**config.mk**
```make
export PLATFORM = sky130hd
export DESIGN_NAME = dual_conv_ctrl
export DESIGN_NICKNAME = d
export VERILOG_FILES = /design/src/dual_conv_pkg.sv /design/src/chan_out_stage.sv /design/src/dual_conv_ctrl.sv
export SDC_FILE = /design/constraint.sdc
export NUM_CORES = 1
export LEC_CHECK = 0
export BUFFER_PORTS_ARGS = -buffer_cell sky130_fd_sc_hd__buf_2
export CORE_AREA = 2 2 89 91
export DETAILED_ROUTE_END_ITERATION = 6
export DIE_AREA = 0 0 91 93
export PLACE_DENSITY_LB_ADDON = 0.1
export SLEW_MARGIN = 20
export SYNTH_ARGS = -nofsm -noshare
export SYNTH_HDL_FRONTEND = slang
export SYNTH_SLANG_ARGS = --single-unit
```
**constraint.sdc**
```tcl
create_clock -name CLOCK -period 2.2 [get_ports CLOCK]
set_clock_uncertainty 0.15 [all_clocks]
set_input_delay 0.66 -clock CLOCK [delete_from_list [all_inputs] [get_ports CLOCK]]
set_output_delay 0.66 -clock CLOCK [all_outputs]
set_load 0.1 [all_outputs]
```
**src/dual_conv_pkg.sv**
```systemverilog
// Operation
// Low strap, high reference pin: internal, stabilizer on
// High strap: external reference, stabilizer on
// Mid strap: stabilizer off, reference follows pin
// Stabilizer tolerates 30 to 70 percent duty
// Mid format strap: strobe on B, A selects format
// Format strap low offset binary, high two's complement
// Strobe mode: A pin low offset, high two's
// Normal mode: enable pin low drives, high floats
// Power-down: low power, outputs undefined, pipeline lost
// Capture side waits for recovery after power-down
// Two 12-bit buses, valid while enabled and powered
// Formats differ only in inverted top bit
// Far side supplies continuous 10 to 80 MHz clock; testbench drives a 4 ns (250 MHz) clock
// Straps three-level, applied only between conversions
package dual_conv_pkg;

  // ----------------------------------------------------------------
  // Sample path
  // ----------------------------------------------------------------
  localparam int              SAMPLE_W  = 12;
  localparam logic [11:0]     MSB_FLIP  = 12'h800;   // Top bit only
  localparam int              COUNT_W   = 16;

  // Three-level strap reading from the pad comparators
  typedef enum logic [1:0] {
    LVL_LOW  = 2'b00,
    LVL_MID  = 2'b01,
    LVL_HIGH = 2'b10
  } level_e;

  // Decoded static mode
  typedef struct packed {
    logic ref_internal;
    logic dcs_on;
    logic strobe_mode;
    logic twos_comp;
  } mode_s;

  localparam mode_s MODE_RESET = 4'hc;   // Internal ref, stabilizer on, enables, offset

  // ----------------------------------------------------------------
  // Register map (byte addresses)
  // ----------------------------------------------------------------
  localparam int              ADDR_W       = 8;
  localparam logic [7:0]      OFF_CONTROL  = 8'h00;
  localparam logic [7:0]      OFF_STATUS   = 8'h04;
  localparam logic [7:0]      OFF_COUNT    = 8'h08;
  localparam logic [1:0]      CONTROL_RESET = 2'h0;
  localparam int              CTRL_SOFT_PD  = 0;
  localparam int              CTRL_HOLD     = 1;
  localparam int              ST_MODE_LSB   = 0;
  localparam int              ST_PD         = 4;
  localparam int              ST_OE_A       = 5;
  localparam int              ST_OE_B       = 6;

endpackage : dual_conv_pkg

```
**src/chan_out_stage.sv**
```systemverilog
`timescale 1ns/1ps
// One channel's output register: format conversion, enable and power-down
module chan_out_stage (
  input  wire logic                               clk,         // Sample clock
  input  wire logic                               arst_n,      // Async reset, active low
  input  wire logic [dual_conv_pkg::SAMPLE_W-1:0] sample,      // Offset-binary core result
  input  wire logic                               sample_vld,  // Core result strobe
  input  wire logic                               twos_comp,   // Format select
  input  wire logic                               enable,      // Drive the bus
  input  wire logic                               power_down,  // Low-power state
  output logic      [dual_conv_pkg::SAMPLE_W-1:0] data_r,      // Registered output word
  output logic      [dual_conv_pkg::SAMPLE_W-1:0] oe_r         // Per-bit drive enable
);

  logic [dual_conv_pkg::SAMPLE_W-1:0] data_nxt;
  logic [dual_conv_pkg::SAMPLE_W-1:0] oe_nxt;

  // ----------------------------------------------------------------
  // Next word
  // ----------------------------------------------------------------
  // Power-down flushes the held word so no stale sample survives it
  always_comb begin
    data_nxt = data_r;
    oe_nxt   = {dual_conv_pkg::SAMPLE_W{enable}};
    if (power_down) begin
      data_nxt = '0;
    end else if (sample_vld) begin
      data_nxt = twos_comp ? (sample ^ dual_conv_pkg::MSB_FLIP) : sample;
    end
  end

  always_ff @(posedge clk or negedge arst_n) begin
    if (!arst_n) begin
      data_r <= '0;
      oe_r   <= '0;
    end else begin
      data_r <= data_nxt;
      oe_r   <= oe_nxt;
    end
  end

endmodule : chan_out_stage

```
**src/dual_conv_ctrl.sv**
```systemverilog
// Added by the designer: the register addresses and the APB interface to the registers.
`timescale 1ns/1ps
// Mode decode and output control for the dual converter
module dual_conv_ctrl (
  input  wire logic                               CLOCK,          // Sample clock, 4 ns
  input  wire logic                               ARST_N,         // Async reset, active low
  // APB slave
  input  wire logic                               PSEL,           // Slave select
  input  wire logic                               PENABLE,        // Access phase
  input  wire logic                               PWRITE,         // Write when high
  input  wire logic [dual_conv_pkg::ADDR_W-1:0]   PADDR,          // Byte address
  input  wire logic [31:0]                        PWDATA,         // Write data
  output logic      [31:0]                        PRDATA,         // Read data
  output logic                                    PREADY,         // Transfer done
  output logic                                    PSLVERR,        // Unmapped address
  // Straps and pins
  input  wire logic [1:0]                         REF_STAB_STRAP, // Reference/stabilizer strap level
  input  wire logic                               REF_PIN_HIGH,   // Reference pin at logic high
  input  wire logic [1:0]                         FMT_STRB_STRAP, // Format/strobe strap level
  input  wire logic                               CHAN_A_PIN,     // Enable A or format select
  input  wire logic                               CHAN_B_PIN_I,   // Enable B when an input
  output logic                                    CHAN_B_PIN_O,   // Data-ready strobe
  output logic                                    CHAN_B_PIN_OE,  // High while driving strobe
  input  wire logic                               POWER_DOWN_PIN, // Power-down, active high
  // Conversion core
  input  wire logic [dual_conv_pkg::SAMPLE_W-1:0] CORE_A,         // Channel A, offset binary
  input  wire logic [dual_conv_pkg::SAMPLE_W-1:0] CORE_B,         // Channel B, offset binary
  input  wire logic                               CORE_VALID,     // New conversion pair
  output logic                                    REF_INTERNAL,   // Internal reference chosen
  output logic                                    DCS_ENABLE,     // Stabilizer running
  output logic                                    LOW_POWER,      // Analog blocks powered off
  // Data buses
  output logic      [dual_conv_pkg::SAMPLE_W-1:0] DATA_A,         // Channel A word
  output logic      [dual_conv_pkg::SAMPLE_W-1:0] DATA_A_OE,      // Channel A drive enables
  output logic      [dual_conv_pkg::SAMPLE_W-1:0] DATA_B,         // Channel B word
  output logic      [dual_conv_pkg::SAMPLE_W-1:0] DATA_B_OE       // Channel B drive enables
);

  // ----------------------------------------------------------------
  // Declarations
  // ----------------------------------------------------------------
  dual_conv_pkg::mode_s                mode_r, mode_nxt, strap_mode;
  logic [1:0]                          control_r, control_nxt;
  logic [dual_conv_pkg::COUNT_W-1:0]   count_r, count_nxt;
  logic                                pd_r, pd_nxt;
  logic                                strobe_r, strobe_nxt;
  logic                                strobe_oe_r, strobe_oe_nxt;
  logic                                ref_int_r, dcs_r;
  logic [31:0]                         prdata_r, prdata_nxt;
  logic                                pready_r, pready_nxt;
  logic                                pslverr_r, pslverr_nxt;
  logic                                en_a, en_b;
  logic                                fmt_twos;
  logic                                wr_take;
  logic                                addr_ok;
  logic                                pd_now;

  // ----------------------------------------------------------------
  // Strap decode
  // ----------------------------------------------------------------
  // An unused comparator code is read as low, the safest default
  always_comb begin
    strap_mode = dual_conv_pkg::MODE_RESET;
    case (dual_conv_pkg::level_e'(REF_STAB_STRAP))
      dual_conv_pkg::LVL_LOW: begin
        strap_mode.ref_internal = REF_PIN_HIGH;
        strap_mode.dcs_on       = 1'b1;
      end
      dual_conv_pkg::LVL_HIGH: begin
        strap_mode.ref_internal = 1'b0;
        strap_mode.dcs_on       = 1'b1;
      end
      dual_conv_pkg::LVL_MID: begin
        strap_mode.ref_internal = REF_PIN_HIGH;
        strap_mode.dcs_on       = 1'b0;
      end
      default: begin
        strap_mode.ref_internal = REF_PIN_HIGH;
        strap_mode.dcs_on       = 1'b1;
      end
    endcase
    case (dual_conv_pkg::level_e'(FMT_STRB_STRAP))
      dual_conv_pkg::LVL_MID: begin
        strap_mode.strobe_mode = 1'b1;
        strap_mode.twos_comp   = 1'b0;
      end
      dual_conv_pkg::LVL_HIGH: begin
        strap_mode.strobe_mode = 1'b0;
        strap_mode.twos_comp   = 1'b1;
      end
      default: begin
        strap_mode.strobe_mode = 1'b0;
        strap_mode.twos_comp   = 1'b0;
      end
    endcase
  end

  // ----------------------------------------------------------------
  // Mode and power state
  // ----------------------------------------------------------------
  // Straps are static, so they are only picked up at a conversion
  // boundary; a change mid-conversion would mix formats in one pair
  always_comb begin
    pd_now   = POWER_DOWN_PIN | control_r[dual_conv_pkg::CTRL_SOFT_PD];
    pd_nxt   = pd_now;
    mode_nxt = mode_r;
    if (CORE_VALID && !control_r[dual_conv_pkg::CTRL_HOLD]) begin
      mode_nxt = strap_mode;
    end
  end

  // Format and enables from the latched mode and live pins
  always_comb begin
    if (mode_r.strobe_mode) begin
      fmt_twos = CHAN_A_PIN;
      en_a     = 1'b1;
      en_b     = 1'b1;
    end else begin
      fmt_twos = mode_r.twos_comp;
      en_a     = !CHAN_A_PIN;
      en_b     = !CHAN_B_PIN_I;
    end
  end

  // Strobe marks the cycle a fresh pair appears on the buses
  always_comb begin
    strobe_oe_nxt = mode_r.strobe_mode;
    strobe_nxt    = mode_r.strobe_mode & CORE_VALID & !pd_now;
  end

  // Sample counter restarts on every power-down so software can
  // judge how long the buses have carried live data after wake-up
  always_comb begin
    count_nxt = count_r;
    if (pd_now) begin
      count_nxt = '0;
    end else if (CORE_VALID && count_r != '1) begin
      count_nxt = count_r + 1'b1;
    end
  end

  always_ff @(posedge CLOCK or negedge ARST_N) begin
    if (!ARST_N) begin
      mode_r      <= dual_conv_pkg::MODE_RESET;
      pd_r        <= 1'b0;
      strobe_r    <= 1'b0;
      strobe_oe_r <= 1'b0;
      count_r     <= '0;
      ref_int_r   <= 1'b1;
      dcs_r       <= 1'b1;
    end else begin
      mode_r      <= mode_nxt;
      pd_r        <= pd_nxt;
      strobe_r    <= strobe_nxt;
      strobe_oe_r <= strobe_oe_nxt;
      count_r     <= count_nxt;
      ref_int_r   <= mode_nxt.ref_internal;
      dcs_r       <= mode_nxt.dcs_on & !pd_now;
    end
  end

  // ----------------------------------------------------------------
  // Output stages
  // ----------------------------------------------------------------
  chan_out_stage u_chan_a (
    .clk        (CLOCK),
    .arst_n     (ARST_N),
    .sample     (CORE_A),
    .sample_vld (CORE_VALID),
    .twos_comp  (fmt_twos),
    .enable     (en_a),
    .power_down (pd_now),
    .data_r     (DATA_A),
    .oe_r       (DATA_A_OE)
  );

  chan_out_stage u_chan_b (
    .clk        (CLOCK),
    .arst_n     (ARST_N),
    .sample     (CORE_B),
    .sample_vld (CORE_VALID),
    .twos_comp  (fmt_twos),
    .enable     (en_b),
    .power_down (pd_now),
    .data_r     (DATA_B),
    .oe_r       (DATA_B_OE)
  );

  // ----------------------------------------------------------------
  // APB slave
  // ----------------------------------------------------------------
  // Read data is registered during setup, so every transfer completes
  // in its first access cycle without a combinational output path
  always_comb begin
    addr_ok = (PADDR == dual_conv_pkg::OFF_CONTROL) ||
              (PADDR == dual_conv_pkg::OFF_STATUS)  ||
              (PADDR == dual_conv_pkg::OFF_COUNT);
    wr_take     = PSEL & PENABLE & pready_r & PWRITE;
    pready_nxt  = PSEL & !PENABLE;
    pslverr_nxt = PSEL & !PENABLE & !addr_ok;
    prdata_nxt  = '0;
    if (PSEL && !PENABLE && !PWRITE) begin
      case (PADDR)
        dual_conv_pkg::OFF_CONTROL: prdata_nxt[1:0] = control_r;
        dual_conv_pkg::OFF_STATUS: begin
          prdata_nxt[dual_conv_pkg::ST_MODE_LSB +: 4] = mode_r;
          prdata_nxt[dual_conv_pkg::ST_PD]            = pd_r;
          prdata_nxt[dual_conv_pkg::ST_OE_A]          = DATA_A_OE[0];
          prdata_nxt[dual_conv_pkg::ST_OE_B]          = DATA_B_OE[0];
        end
        dual_conv_pkg::OFF_COUNT: prdata_nxt[dual_conv_pkg::COUNT_W-1:0] = count_r;
        default: prdata_nxt = '0;
      endcase
    end
    control_nxt = control_r;
    if (wr_take && PADDR == dual_conv_pkg::OFF_CONTROL) begin
      control_nxt = PWDATA[1:0];
    end
  end

  always_ff @(posedge CLOCK or negedge ARST_N) begin
    if (!ARST_N) begin
      control_r <= dual_conv_pkg::CONTROL_RESET;
      prdata_r  <= '0;
      pready_r  <= 1'b0;
      pslverr_r <= 1'b0;
    end else begin
      control_r <= control_nxt;
      prdata_r  <= prdata_nxt;
      pready_r  <= pready_nxt;
      pslverr_r <= pslverr_nxt;
    end
  end

  // ----------------------------------------------------------------
  // Port drive
  // ----------------------------------------------------------------
  assign PRDATA        = prdata_r;
  assign PREADY        = pready_r;
  assign PSLVERR       = pslverr_r;
  assign CHAN_B_PIN_O  = strobe_r;
  assign CHAN_B_PIN_OE = strobe_oe_r;
  assign REF_INTERNAL  = ref_int_r;
  assign DCS_ENABLE    = dcs_r;
  assign LOW_POWER     = pd_r;

endmodule : dual_conv_ctrl

```
==> qor.yml <==
min_period_over_period: 0.9670
met1_length_um: 3095
met2WireLength_um: 3182
io_buffers: 118
post-route-drc-count: 0
synth_fa_ha_area_frac: 0.01129
track_usage: 0.1678
peakVddDrop_mv: 0.4257
clkSinkCount: 70
htree_levels: 3
slew_viol_final: 0
clockBufferDepth: 2
area_delta_synth_final_pct: 21.60
totalWireLength_um: 6842
drtIter0Drc: 109
io_pins: 165
routed.top_layer: "met4"
layout-drive-gt1-share: 0.3762
power.leakage_nw: 2.101
die_w_um: 91
critPathCaptureType: "output pin"
vias: 2493
min_path_type: "in2async"
numCtsBuffers: 9
grt_pass1_vias: 2388
place_ws_ns: -0.1166
gp_congestion: 0.7542
grt_max_degree: 71
synth_top_area_cell: "dfrtp_1"
antenna_found_initial: 0
finalPower_mw: 3.256
pwr_density_cell_mw_per_mm2: 805.3
hold_viol: 0
muxShareOfSynthArea: 0.08807
placed_cells: 506
synth_edf_count: 0
clk_pin_slew_ns: 0.07
ys_types: 45
wl_per_cell_um: 13.11
critPathMaxFanout: 3
async_reset_ff_frac: 1.000
crit_required_ns: 1.39
diodes: 0
hpwl_um: 4934
seq_area_frac_synth: 0.5280
rows: 32
crit_path_cell_trace: "buf_2"
yosysTopAreaCellShare: 0.5043
avgSynthCellArea_um2: 10.79
crit_path_top_delay_cell: "dfstp_2"
synth_common_cells: "dfrtp_1 (67), buf_4 (39), nor2_1 (38)"
cts.repair.resized: 0
ys_ff_latch: 70
layout.nets: 496
cts-hold-fix-buffers: 0
ant_nets: 0
rsz0062_at_grt: "false"
netlist_instances: 308
cpLargestDelayFamily: "flip-flops"
finalSetupTns_ns: 0
die-area_mm2: 0.008463
grt_pass1_wl_um: 11180
timing.final.ws_setup_ns: 0.07250
ys.flop_type: "dfrtp_1"
cp.arrival_ns: 1.32
setup_viol: 0
status: "finished, final reports clean"
yosysWarnings: 0
cts_setup_buffers: 0
clock.fmax_mhz: 470.0
clock_latency_ns: 0.35
viasPerCell: 4.776
crit_type: "reg2out"
period_needed_ns: 2.128
die-height_um: 93
first_pass_iters: 4
path_buf_inv: 1
root_buffer: "clkbuf_8"
yosys.area_share.simple: 0.1712
slowest_delay_ns: 0.55
yosysMostFrequentCell: "dfrtp_1"
overflow: 0
met3_length_um: 452
netlist_area_mm2: 0.003324
synth_top_family_by_area: "simple AND/OR/NAND/NOR gates"
start_util: 0.4417
stdcell_count: 522
worst_setup_path_start_kind: "register"
core_mm2: 0.007527
drv_cap: 0
synthXorXnorAreaFrac: 0.01054
synth_compound_area_frac: 0.08431
synth_area_leaders: "dfrtp_1 (50%), buf_4 (8.8%), mux2i_1 (8.1%)"
cts_tree: "built"
==> flip-flops by register name (all words and copies together) (netlist names) <==
signal	flops
count_r	16
u_chan_b.data_r	12
u_chan_a.data_r	12
PSLVERR	1
REF_INTERNAL	1
u_chan_a.oe_r	1
u_chan_b.oe_r	1
LOW_POWER	1
PREADY	1
CHAN_B_PIN_OE	1
CHAN_B_PIN_O	1
strobe_oe_nxt	1
PRDATA	16
control_r	2
mode_r	2
DCS_ENABLE	1
==> report_power, final <==
part           switching [mW]  total (mW)  internal, mW  leakage, nW
Combinational           0.771       0.906         0.135         1.07
Sequential             0.0351        1.37          1.34        0.934
Clock                   0.462       0.978         0.516       0.0968
==> placed cells by master, fill, tap and decap left out, drive strengths merged, types with 2 or more instances in the layout <==
cell    Yosys  final
clkinv      0      4
inv         4      4
nor4        3      3
nand2      14     14
dfstp       3      3
and2       12     12
a21oi      14     14
nand4       6      6
xnor2       2      2
buf        43    129
nand3       5      5
nand2b      5      5
dfrtp      67     67
nor2       38     38
o21ai      11     11
mux2        2      2
or4         5      5
ha          3      3
o41ai       3      3
and3        4      4
conb        1     16
or3         4      4
xor2        2      2
a22oi       5      5
o31ai       6      6
clkbuf      5     11
nor3        3      3
mux2i      27     27
nor2b       4      4
==> area by class of cell <==
class	instances	area, µm²
Fill cell	734	3485
Clock inverter	5	50.05
Tap cell	102	127.6
Sequential cell	70	1758
Clock buffer	11	131.4
Multi-Input combinational cell	201	1275
Timing Repair Buffer	129	685.7
Inverter	4	15.01
==> per-layer routing <==
metal / vias to the layer above / global-route usage
li1: 1232 / -
met1: 1170 / 0.2223
met2: 81 / 0.2580
met3: 10 / 0.04190
met4: 0 / 0.08333
met5: - / 0
==> metrics by stage <==
step	hold WS [ns]	utilization	instance area, µm²
2_1_floorplan	0.2144	-	3383
3_3_place_gp	0.3312	0.5130	3861
3_5_place_dp	0.3370	0.5130	3861
4_1_cts	0.1892	0.5371	4043
5_1_grt	0.2076	0.5371	4043
6_report	0.1746	0.5371	4043
==> kinds of logic after synthesis <==
group,count (synthesis)
buffers and inverters,52
XOR/XNOR,4
adder cells (fa/ha/maj),3
flip-flops,70
AO/OA/AOI/OAI,43
other,1
multiplexers,29
AND/OR/NAND/NOR,106
==> worst paths after layout <==
check	startpoint	endpoint	depth (start not counted)	slack, ns
worst min register to register	REF_INTERNAL	REF_INTERNAL	2	0.34
min in group CLOCK	CHAN_B_PIN_I	u_chan_b.oe_r[0]	2	0.32
worst max register to register	count_r[0]	count_r[14]	5	0.36
worst max-delay path	REF_INTERNAL	REF_INTERNAL	1	0.07
max in group asynchronous	ARST_N	DCS_ENABLE	2	1.39
worst min-delay path	ARST_N	PRDATA[13]	2	0.17
No activity file was read; power rests on OpenSTA's default activity.
